--- src/common/tlb_pkg.sv ---
// shared types and constants for the traffic-channel test loop block
package tlb_pkg;
    localparam int FRAME_BITS  = 260;  // full and half rate frame
    localparam int EFR_BITS    = 244;  // enhanced full rate frame
    localparam int BURST_BITS  = 114;  // burst payload, no flags
    localparam int REPORT_FRMS = 104;  // one reporting period
    localparam int RTD_LIMIT   = 26;   // round trip bound, frames
    localparam int RTD_DEFAULT = 8;    // declared round trip delay
    localparam int LINE_DEPTH  = 32;   // burst slots in delay line
    localparam int CHAN_W      = 3;
    localparam int STAMP_W     = 8;
    localparam int CNT_W       = 8;
    localparam logic [2:0] TEST_SAPI = 3'h0;
    localparam logic [FRAME_BITS-1:0] EFR_MASK =
        {{(FRAME_BITS-EFR_BITS){1'b0}}, {EFR_BITS{1'b1}}};

    typedef logic [CHAN_W-1:0] tlb_chan_t;
    typedef enum logic [1:0] {LOOP_A, LOOP_B, LOOP_C} tlb_loop_e;
    typedef enum logic [1:0] {RATE_FULL, RATE_HALF, RATE_EFR} tlb_rate_e;
    typedef enum logic [1:0] {OP_CLOSE, OP_OPEN, OP_OTHER} tlb_op_e;
    typedef enum logic [1:0] {BK_TCH, BK_SACCH, BK_IDLE} tlb_bkind_e;

    // decoded layer 3 test command
    typedef struct packed {
        logic      valid;
        logic [2:0] sapi;
        logic      ack_mode;
        tlb_op_e   op;
        tlb_loop_e loop;
        tlb_chan_t chan;
    } tlb_cmd_s;

    // close acknowledge towards layer 3
    typedef struct packed {
        logic      valid;
        tlb_chan_t chan;
    } tlb_ack_s;

    // decoded frame, both directions
    typedef struct packed {
        logic                  valid;
        tlb_chan_t             chan;
        tlb_rate_e             rate;
        logic                  speech;
        logic                  bad;
        logic                  facch;
        logic [FRAME_BITS-1:0] data;
    } tlb_frame_s;

    // received burst after decryption
    typedef struct packed {
        logic                  valid;
        tlb_bkind_e            kind;
        logic [BURST_BITS-1:0] data;
    } tlb_burst_s;

    // uplink burst request
    typedef struct packed {
        logic                  valid;
        logic                  own_midamble;
        logic [BURST_BITS-1:0] data;
    } tlb_ul_burst_s;
endpackage : tlb_pkg

--- src/hw/tlb_burst_line.sv ---
// delay line for the burst-by-burst loop
`timescale 1ns/100ps
module tlb_burst_line #(
    parameter int DEPTH = tlb_pkg::LINE_DEPTH,
    parameter int RTD   = tlb_pkg::RTD_DEFAULT
) (
    input  wire logic                           clk_i,
    input  wire logic                           rst_n_i,
    input  wire logic                           flush_i,
    input  wire logic                           tick_i,
    input  wire logic                           ul_traffic_i,
    input  wire logic                           push_i,
    input  wire logic [tlb_pkg::BURST_BITS-1:0] data_i,
    output tlb_pkg::tlb_ul_burst_s              out_o
);
    import tlb_pkg::*;
    localparam int PW = $clog2(DEPTH);
    localparam logic [STAMP_W-1:0] RTD_W = STAMP_W'(RTD);

    logic [BURST_BITS-1:0] mem_q [DEPTH];
    logic [STAMP_W-1:0]    stamp_q [DEPTH];
    logic [PW-1:0]         wr_q, rd_q;
    logic [PW:0]           cnt_q;
    logic [STAMP_W-1:0]    fcnt_q;
    logic                  pop, push;
    tlb_ul_burst_s         out_q;

    // frames a burst has waited, wraps safely below 256
    function automatic logic [STAMP_W-1:0] age(
        input logic [STAMP_W-1:0] now, input logic [STAMP_W-1:0] st);
        age = now - st;
    endfunction : age

    // uplink sacch slot holds the head back one more frame;
    // age counts the frame this tick opens, so delay is exactly rtd
    assign pop  = tick_i && ul_traffic_i && cnt_q != '0 &&
                  age(fcnt_q + 1'b1, stamp_q[rd_q]) >= RTD_W;
    assign push = push_i && cnt_q != (PW+1)'(DEPTH);
    assign out_o = out_q;

    // frame counter
    always_ff @(posedge clk_i or negedge rst_n_i) begin
        if (!rst_n_i) fcnt_q <= '0;
        else if (tick_i) fcnt_q <= fcnt_q + 1'b1;
    end

    // storage, no reset needed on data
    always_ff @(posedge clk_i) begin
        if (push) begin
            mem_q[wr_q]   <= data_i;
            stamp_q[wr_q] <= fcnt_q;
        end
    end

    // pointers
    always_ff @(posedge clk_i or negedge rst_n_i) begin
        if (!rst_n_i) begin
            wr_q  <= '0;
            rd_q  <= '0;
            cnt_q <= '0;
        end else if (flush_i) begin
            wr_q  <= '0;
            rd_q  <= '0;
            cnt_q <= '0;
        end else begin
            if (push) wr_q <= wr_q + 1'b1;
            if (pop) rd_q <= rd_q + 1'b1;
            cnt_q <= cnt_q + (PW+1)'(push) - (PW+1)'(pop);
        end
    end

    // uplink burst always carries our own midamble
    always_ff @(posedge clk_i or negedge rst_n_i) begin
        if (!rst_n_i) begin
            out_q <= '0;
        end else begin
            out_q.valid        <= pop && !flush_i;
            out_q.own_midamble <= 1'b1;
            if (pop) out_q.data <= mem_q[rd_q];
        end
    end
endmodule : tlb_burst_line

--- src/hw/tlb_loop_ctrl.sv ---
// traffic-channel test loop controller, top level
// Contract
// - commands arrive as layer 3 on control channel, sapi 0, acknowledged
// - power-off or test card removal deactivates every test function
// - traffic loop and audio interface test never active together
// - close ignored silently without traffic channel or with loop closed
// - with traffic channel, close named channel loop and acknowledge
// - loop a returns good speech and data frames decoder to encoder
// - loops a and b return 260 bits on full/half rate
// - loops a and b return 244 bits on enhanced full rate
// - loop a sends all-zero frame for bad speech frame
// - loop a leaves stolen frame traffic undefined, control runs normal
// - loop b returns every speech frame, no erasure signalling; code drops speech frames stolen for facch
// - loop c returns 114 burst bits after decryption, before decoding
// - loop c returns every burst, own midamble on uplink
// - loop c does not loop control or idle bursts
// - loop c running within 104 frames after acknowledge
// - loop c round trip below 26 frames, value declared
// - uplink control frame keeps place, later bursts delayed one more
// - burst-by-burst loop always implemented
`timescale 1ns/100ps
module tlb_loop_ctrl #(
    parameter int RTD = tlb_pkg::RTD_DEFAULT
) (
    input  wire logic                CLK_SYS_I,
    input  wire logic                RSTN_I,
    input  tlb_pkg::tlb_cmd_s        CMD_I,
    input  wire logic                TCH_ACTIVE_I,
    input  wire logic                DAI_REQ_I,
    input  wire logic                DAI_STOP_I,
    input  wire logic                POWER_OFF_I,
    input  wire logic                TEST_SIM_I,
    input  wire logic                FRAME_TICK_I,
    input  wire logic                UL_TRAFFIC_I,
    input  tlb_pkg::tlb_frame_s      DL_FRAME_I,
    input  tlb_pkg::tlb_burst_s      DL_BURST_I,
    output tlb_pkg::tlb_ack_s        ACK_O,
    output logic                     LOOP_CLOSED_O,
    output tlb_pkg::tlb_loop_e       LOOP_TYPE_O,
    output tlb_pkg::tlb_chan_t       LOOP_CHAN_O,
    output logic                     LOOP_C_LIVE_O,
    output logic                     DAI_ACTIVE_O,
    output tlb_pkg::tlb_frame_s      UL_FRAME_O,
    output tlb_pkg::tlb_ul_burst_s   UL_BURST_O
);
    import tlb_pkg::*;

    typedef enum logic [1:0] {ST_OPEN, ST_LOOP, ST_DAI} tlb_state_e;

    localparam logic [CNT_W-1:0] REPORT_W = CNT_W'(REPORT_FRMS);

    tlb_state_e  state_q;
    tlb_loop_e   loop_q;
    tlb_chan_t   chan_q;
    tlb_ack_s    ack_q;
    tlb_frame_s  ul_frame_q;
    logic        c_live_q;
    logic        c_wait_q;
    logic [CNT_W-1:0] wait_cnt_q;

    logic        kill;
    logic        close_req;
    logic        open_req;
    logic        close_ok;
    logic        frame_hit;
    logic        frame_send;
    logic        frame_zero;
    logic        burst_push;

    // only test commands on sapi 0 in acknowledged mode count
    function automatic logic cmd_ok(input tlb_cmd_s c);
        cmd_ok = c.valid && c.sapi == TEST_SAPI && c.ack_mode;
    endfunction : cmd_ok

    // frame width kept for the channel rate
    function automatic logic [FRAME_BITS-1:0] rate_mask(
        input tlb_rate_e r);
        rate_mask = (r == RATE_EFR) ? EFR_MASK : '1;
    endfunction : rate_mask

    // deactivation sources outside the command path
    assign kill = POWER_OFF_I || !TEST_SIM_I;

    // command decode
    assign close_req = cmd_ok(CMD_I) && CMD_I.op == OP_CLOSE;
    assign open_req  = cmd_ok(CMD_I) && CMD_I.op == OP_OPEN;

    // close only from the open state with a live traffic channel;
    // dai state also blocks it, keeping the tests exclusive
    assign close_ok = close_req && !kill && TCH_ACTIVE_I &&
                      state_q == ST_OPEN;

    // control state machine
    always_ff @(posedge CLK_SYS_I or negedge RSTN_I) begin
        if (!RSTN_I) begin
            state_q <= ST_OPEN;
        end else begin
            case (state_q)
                ST_OPEN: begin
                    if (close_ok) begin
                        state_q <= ST_LOOP;
                    end else if (DAI_REQ_I && !kill) begin
                        state_q <= ST_DAI;
                    end
                end
                ST_LOOP: begin
                    if (kill || open_req) begin
                        state_q <= ST_OPEN;
                    end
                end
                ST_DAI: begin
                    if (kill || DAI_STOP_I) begin
                        state_q <= ST_OPEN;
                    end
                end
                default: begin
                    state_q <= ST_OPEN;
                end
            endcase
        end
    end

    // selected loop and channel, captured on acceptance
    always_ff @(posedge CLK_SYS_I or negedge RSTN_I) begin
        if (!RSTN_I) begin
            loop_q <= LOOP_A;
            chan_q <= '0;
        end else if (close_ok) begin
            loop_q <= CMD_I.loop;
            chan_q <= CMD_I.chan;
        end
    end

    // acknowledge pulse; refused commands get no answer at all
    always_ff @(posedge CLK_SYS_I or negedge RSTN_I) begin
        if (!RSTN_I) begin
            ack_q <= '0;
        end else begin
            ack_q.valid <= close_ok;
            if (close_ok) ack_q.chan <= CMD_I.chan;
        end
    end

    // loop c goes live on the first frame tick after the ack;
    // waiting keeps the line aligned to frame boundaries
    always_ff @(posedge CLK_SYS_I or negedge RSTN_I) begin
        if (!RSTN_I) begin
            c_wait_q <= 1'b0;
            c_live_q <= 1'b0;
        end else if (state_q != ST_LOOP || open_req || kill) begin
            c_wait_q <= 1'b0;
            c_live_q <= 1'b0;
        end else if (ack_q.valid && loop_q == LOOP_C) begin
            c_wait_q <= 1'b1;
        end else if (c_wait_q && FRAME_TICK_I) begin
            c_wait_q <= 1'b0;
            c_live_q <= 1'b1;
        end
    end

    // frames since ack while loop c is pending
    always_ff @(posedge CLK_SYS_I or negedge RSTN_I) begin
        if (!RSTN_I) begin
            wait_cnt_q <= '0;
        end else if (!c_wait_q) begin
            wait_cnt_q <= '0;
        end else if (FRAME_TICK_I && wait_cnt_q != '1) begin
            wait_cnt_q <= wait_cnt_q + 1'b1;
        end
    end

    // frame loop selection for loops a and b
    assign frame_hit = state_q == ST_LOOP && loop_q != LOOP_C &&
                       DL_FRAME_I.valid && DL_FRAME_I.chan == chan_q;

    // loop a: good speech and data pass, stolen frames send nothing;
    // loop b: every speech frame not stolen for facch passes, bad or not
    always_comb begin
        frame_send = 1'b0;
        frame_zero = 1'b0;
        if (loop_q == LOOP_A) begin
            frame_send = !DL_FRAME_I.facch;
            frame_zero = DL_FRAME_I.speech && DL_FRAME_I.bad;
        end else begin
            frame_send = DL_FRAME_I.speech && !DL_FRAME_I.facch;
        end
    end

    // uplink frame to the channel encoder
    always_ff @(posedge CLK_SYS_I or negedge RSTN_I) begin
        if (!RSTN_I) begin
            ul_frame_q <= '0;
        end else begin
            ul_frame_q.valid <= frame_hit && frame_send;
            if (frame_hit) begin
                ul_frame_q.chan   <= DL_FRAME_I.chan;
                ul_frame_q.rate   <= DL_FRAME_I.rate;
                ul_frame_q.speech <= DL_FRAME_I.speech;
                ul_frame_q.bad    <= 1'b0;
                ul_frame_q.facch  <= 1'b0;
                ul_frame_q.data   <= frame_zero ? '0 :
                    DL_FRAME_I.data & rate_mask(DL_FRAME_I.rate);
            end
        end
    end

    // only traffic bursts enter the loop, midamble state ignored
    assign burst_push = c_live_q && DL_BURST_I.valid &&
                        DL_BURST_I.kind == BK_TCH;

    // burst-by-burst loop, present in every build
    tlb_burst_line #(
        .DEPTH (LINE_DEPTH),
        .RTD   (RTD)
    ) u_line (
        .clk_i        (CLK_SYS_I),
        .rst_n_i      (RSTN_I),
        .flush_i      (!c_live_q),
        .tick_i       (FRAME_TICK_I),
        .ul_traffic_i (UL_TRAFFIC_I),
        .push_i       (burst_push),
        .data_i       (DL_BURST_I.data),
        .out_o        (UL_BURST_O)
    );

    // outputs
    assign ACK_O         = ack_q;
    assign LOOP_CLOSED_O = state_q == ST_LOOP;
    assign LOOP_TYPE_O   = loop_q;
    assign LOOP_CHAN_O   = chan_q;
    assign LOOP_C_LIVE_O = c_live_q;
    assign DAI_ACTIVE_O  = state_q == ST_DAI;
    assign UL_FRAME_O    = ul_frame_q;
endmodule : tlb_loop_ctrl

--- config.mk ---
export PLATFORM = sky130hd
export DESIGN_NAME = tlb_loop_ctrl
export DESIGN_NICKNAME = d
export VERILOG_FILES = /design/src/common/tlb_pkg.sv /design/src/hw/tlb_burst_line.sv /design/src/hw/tlb_loop_ctrl.sv
export SDC_FILE = /design/constraint.sdc
export NUM_CORES = 2
export LEC_CHECK = 0
export ABC_AREA = 0
export ABC_CLOCK_PERIOD_IN_PS = 15000
export BUFFER_PORTS_ARGS = -buffer_cell sky130_fd_sc_hd__buf_2
export CORE_MARGIN = 1.5
export CORE_UTILIZATION = 46
export DETAILED_ROUTE_END_ITERATION = 10
export MAX_ROUTING_LAYER = met4
export SYNTH_ARGS = -nofsm -noshare
export SYNTH_HDL_FRONTEND = slang
export SYNTH_SLANG_ARGS = --single-unit
--- constraint.sdc ---
create_clock -name CLK_SYS_I -period 15 [get_ports CLK_SYS_I]
set_input_delay 2.25 -clock CLK_SYS_I [delete_from_list [all_inputs] [get_ports CLK_SYS_I]]
set_output_delay 2.25 -clock CLK_SYS_I [all_outputs]
set_load 0.01 [all_outputs]
# Yosys cells after proc, flatten, opt, wreduce, memory -nomap -nowiden
# Memories as Yosys holds them, arrays and structs flattened. A register that Yosys moved wholly into a read port is not among the register bits.
# Cells that the tools add are included.
# Widths: inputs -> output; s select.
# totals
input_bits	407
n_memories	2
out_inout_bits	397
ram_bits	3904
word_cells	106
reg_bits	303
# memory_table
name	depth	word_bits	read_ports	rd_clocked_by_memory_dff	wr	line_no	text
u_line.mem_q	32	114	1	1	1	tlb_burst_line.sv:20	logic [BURST_BITS-1:0] mem_q [DEPTH];
u_line.stamp_q	32	8	1	0	1	tlb_burst_line.sv:21	logic [STAMP_W-1:0] stamp_q [DEPTH];
# op_classes
bitwise	1
addsub	6
eq_ne	15
muxes	22
magnitude_cmp	1
reduce_logical	42
# ops
cell	count
$mux 260	2
$and 260x260->260	1
$logic_and 1x1->1	23
$mux 5	4
$add 5x1->5 const B	2
$mux 1	10
$ne 2x1->1 const B	5
$add 8x1->8 const B	1
$ge 8x4->1 const B	1
$logic_not 2->1	4
$mux 2	4
$sub 8x8->8	1
$add 6x1->6	1
$eq 2x2->1 const B	3
$mux 6	1
$ne 6x6->1 const B	1
$pmux 2 s3	1
$reduce_bool 6->1	1
$sub 6x1->6	1
$logic_or 1x1->1	5
$eq 2x1->1 const B	2
$logic_not 1->1	4
$ne 2x2->1 const B	2
$eq 3x3->1	1
other kinds (6)	6

# Longest topological paths before layout
# logic_depth
depth_word	9
depth_mapped	31
depth_no_buf	22

# Hierarchy
# From an unflattened synthesis, not the netlist that was laid out.
# hier_totals
cells_unflattened	7198
area_unflattened_um2	165887.8
# modules_own_cells
mod	cells_each	n_inst	area_per_inst_um2	seq_area_each_um2
tlb_burst_line	6026	1	153516.0	120735.8
tlb_loop_ctrl	1172	1	12371.9	6931.6

# Worst setup path after synthesis
# Ideal clock, no wire load.
# synth_path
path_kind	input -> register
start	in DL_BURST_I[116] (netlist bit)
end	mem u_line.mem_q[23][0] (enable)
path_slack_ps	2052
t_arrival_ps	12171
n_path_buf	1
stages	5
setup_ps	778
t_required_ps	14222
cell_sequence	nand2_1 > a2111oi_0 > clkbuf_1 > nand3_1 > nor3b_1
# synth_via
elab_chain_cells	5
# synth_rtl
element	line_no	text
start: declaration	tlb_loop_ctrl.sv:36	input tlb_pkg::tlb_burst_s DL_BURST_I,
$logic_and 1x1->1 (2 in a row)	tlb_loop_ctrl.sv:208	assign burst_push = c_live_q && DL_BURST_I.valid &&
$logic_and 1x1->1	tlb_burst_line.sv:38	assign push = push_i && cnt_q != (PW+1)'(DEPTH);
$mux 1	tlb_burst_line.sv:49	if (push) begin
$mux 1 (not written as such)	tlb_burst_line.sv:50	mem_q[wr_q] <= data_i;
end: declaration	tlb_burst_line.sv:20	
# Every way passes these cells.

# Final worst setup path
# layout_path
start	reg u_line.rd_q[0]
end	reg, netlist name u_line.out_o[31]
# layout_via
elab_chain_cells	4
# layout_rtl
element	line_no	text
start: declaration	tlb_burst_line.sv:22	logic [PW-1:0] wr_q, rd_q;
start signal: assignment	tlb_burst_line.sv:67	if (pop) rd_q <= rd_q + 1'b1;
$mem_v2 32x8	n/a	
$sub 8x8->8	tlb_burst_line.sv:31	age = now - st;
$ge 8x4->1	tlb_burst_line.sv:37	age(fcnt_q + 1'b1, stamp_q[rd_q]) >= RTD_W;
$logic_and 1x1->1	tlb_burst_line.sv:36	assign pop = tick_i && ul_traffic_i && cnt_q != '0 &&
# Parallel ways exist; a longest one is shown, timed or not.
# A chain may end at the register's enable or synchronous reset.

==> impl_metrics.json <==
{
  "status": "complete, but fails checks",
  "violations": "design-rule violations",
  "dp_hpwl_um": 252000,
  "fmax_ghz": 0.125,
  "avgSynthCellArea_um2": 22.0,
  "slowest_delay_ns": 0.89,
  "drive_above_1_share": 0.341,
  "fin_crit_sh": 0.531,
  "design_area_mm2": 0.190,
  "crit_path_end_kind": "flop",
  "netlist_instances": 7484,
  "rsz0062_at_grt": "no",
  "viasPerCell": 5.95,
  "finalSetupViolCount": 0,
  "die_w_um": 601,
  "p_leak_uw": 0.0636,
  "peakVddDrop_v": 0.000103,
  "syn-cell-area_mm2": 0.164,
  "cts.sinks": 4321,
  "cpLargestDelayFamily": "buffers and inverters",
  "drt_pass1_iterations": 11,
  "io_pins": 804,
  "critPathBufInv": 4,
  "crit_fanout": 100,
  "whs_ns": 0.460,
  "drtIter0Drc": 9811,
  "cts_tree": "built",
  "wirelength_um": 469000,
  "place.port_buffers": 801,
  "yosys.area.top_type": "edfxtp_1",
  "fin_util": 0.533,
  "clock_path_buffers": 4,
  "cts_max_level": 5,
  "max_slew_margin": 0.134,
  "yosysWarnings": 0,
  "finalHoldViolations": 0,
  "dieHeight_um": 601,
  "p_per_area_mw_per_mm2": 131,
  "finClkSkew_ns": 0.0890,
  "cts_buffers": 441,
  "finalCriticalPeriod_ns": 7.97,
  "dpl_cell_area_mm2": 0.175,
  "cts-root-buf": "clkbuf_16",
  "yosysSeqAreaShare": 0.776,
  "clock_latency_ns": 1.01,
  "remaining_drc_errors": 200,
  "synthTopCellsByArea": "edfxtp_1 71%, mux4_2 17%, dfrtp_1 6.3%, nand2_1 2.1%, nand3_1 0.81%",
  "crit_chain": "buf_12 -> buf_4 -> mux4_2 -> mux4_2 -> nand2_1 -> and2_1 -> ha_1 -> nor2b_1 -> o21ai_0 -> mux2_2 -> a22oi_1 -> a21oi_1 -> and2_1 -> a21boi_4 -> buf_12 -> buf_4 -> mux2_2",
  "grtUsageTotal": 0.266,
  "grt_overflow": 0,
  "grt_max_degree": 148,
  "clkSlewWorstSetupHoldPaths_ns": 0.06,
  "synth_seq_cells": 4321,
  "antenna_found_initial": 102,
  "synth.top_cell.area_share": 0.713,
  "dp_cells": 12801,
  "layout.nets": 8924,
  "maxCapViolations": 0,
  "ys.flop_type": "edfxtp_1",
  "slew_violations": 0,
  "cts_setup_buffers": 0,
  "initial_utilization": 0.462,
  "cts-resized-gates": 0,
  "tns_ns": 0,
  "cp_slowest_cell": "dfrtp_4",
  "criticalPathCategory": "reg2reg",
  "hold_class": "reg2reg",
  "grt_pass1_wl_um": 656000,
  "critPathArrivalTime_ns": 8.81,
  "crit_required_ns": 15.84,
  "grt_pass1_vias": 82585,
  "rows": 219,
  "cts_hold_buf": 0,
  "ys_types": 51,
  "vias": 81506,
  "syn_to_final_growth_pct": 15.4,
  "worst_pin_slew_ns": 1.30,
  "synth_edf_count": 3904,
  "routedWlPerCell_um": 34.2,
  "antenna_left": 0,
  "async_flop_share": 0.0965,
  "cp-start-kind": "flop",
  "die_area_mm2": 0.361,
  "place_congestion": 0.919,
  "core_area_mm2": 0.356,
  "fin_cells": 13695
}
## state kept, by name, indices dropped and copies added, names as in the netlist, 2 cells and up
name            cells
LOOP_TYPE_O         2
u_line.fcnt_q       8
u_line.cnt_q        6
u_line.out_o      116
ACK_O               4
u_line.rd_q         5
u_line.stamp_q    256
u_line.mem_q     3648
UL_FRAME_O        267
state_q             2
u_line.wr_q         5
## synth_stat cells, types with 2 or more instances
cell       instances
a21boi_1           2
a22oi_1            2
nor4_1             2
xor2_1            11
nor3b_1            2
and2_1            11
clkbuf_1         284
and4_1             2
a21oi_1           13
mux2_4            16
o21ai_0            7
inv_1             14
nor3_1             4
nand4_1            7
conb_1             2
nand2_1          930
or3_1              3
buf_1             94
mux2_2           101
xnor2_1           11
buf_4              6
a2111oi_0          2
nor2b_1            5
dfrtp_1          417
nor4bb_1           2
edfxtp_1        3904
buf_6              4
nor2_1            37
nand2b_1           7
o21bai_1           2
or3b_2             2
buf_2             26
and3_1             9
a21o_1             2
fa_1               2
mux2i_1           20
nand3_1          267
ha_1              22
mux4_2          1215
nand3b_1           4
## metrics by stage
| stage | total power, uW | setup WS (ns) |
|---|---|---|
| finish | 24900 | 7.03 |
| CTS | 25100 | 6.86 |
| floorplan | 13600 | 2.05 |
| detailed placement | 13900 | 6.89 |
| global route | 25600 | 6.56 |
| global placement | 13900 | 6.90 |
## cells by family after synthesis
logic type / after synthesis / share of synthesized area
AOI/OAI and AO/OA: 35 / 0.00132
xor gates and xnor gates: 23 / 0.00132
adders and majority gates: 24 / 0.00192
buffers and inverters: 429 / 0.0103
DFF: 4321 / 0.776
muxes: 1352 / 0.176
other: 2 / 0.0000457
and+or+nand+nor: 1298 / 0.0328
## routing by layer
layer | vias to the layer above | part of all wire | track usage
li1 | 32885 | - | -
met1 | 44655 | 0.40 | 0.353
met2 | 3303 | 0.50 | 0.430
met3 | 663 | 0.067 | 0.0423
met4 | 0 | 0.030 | 0.0749
met5 | - | 0 | -
## tightest hold or removal path, delay by kind of cell (launching register included)
kind / cells / cell delay [ns]
DFF: 1 / 0.34
and+or+nand+nor: 2 / 0.10
## where the power goes
part	internal (uW)	switching (uW)
sequential	13200	85.0
combinational	96.5	268
clock	6540	4680
total	19900	5030
## placed cells by master, fill, tap and decap left out, types with 41 or more instances in the layout
cell and n:
buf_2 800, buf_4 158, bufinv_16 49, clkbuf_1 98, clkbuf_16 447, clkbuf_8 41
clkinv_1 67, clkinv_2 76, dfrtp_1 412, diode_2 63, edfxtp_1 3904, mux2_2 101
mux4_2 1215, nand2_1 930, nand3_1 266
## area by class of cell
class                      count  area [um^2]
antenna                       63          158
fill                       27365       166000
clock inverter               245         2780
clock buffer                 586        12100
sequential                  4321       128000
multi-input combinational   2735        35400
timing repair buffer         979         5610
inverter                      15         63.8
tap                         4751         5940
## worst paths after layout
path                                      from          endpoint  slack, ns  cells past startpoint
worst max-delay path            u_line.rd_q[0]  u_line.out_o[31]       7.03                     17
min in group asynchronous               RSTN_I    UL_FRAME_O[12]       1.42                      1
max in group asynchronous               RSTN_I   UL_FRAME_O[166]      11.57                      3
worst min-delay path            UL_FRAME_O[86]    UL_FRAME_O[86]       0.46                      2
worst max register to register  u_line.rd_q[0]  u_line.out_o[31]       7.03                     17
worst min register to register  UL_FRAME_O[86]    UL_FRAME_O[86]       0.46                      2
No activity file was read; power rests on OpenSTA's default activity.
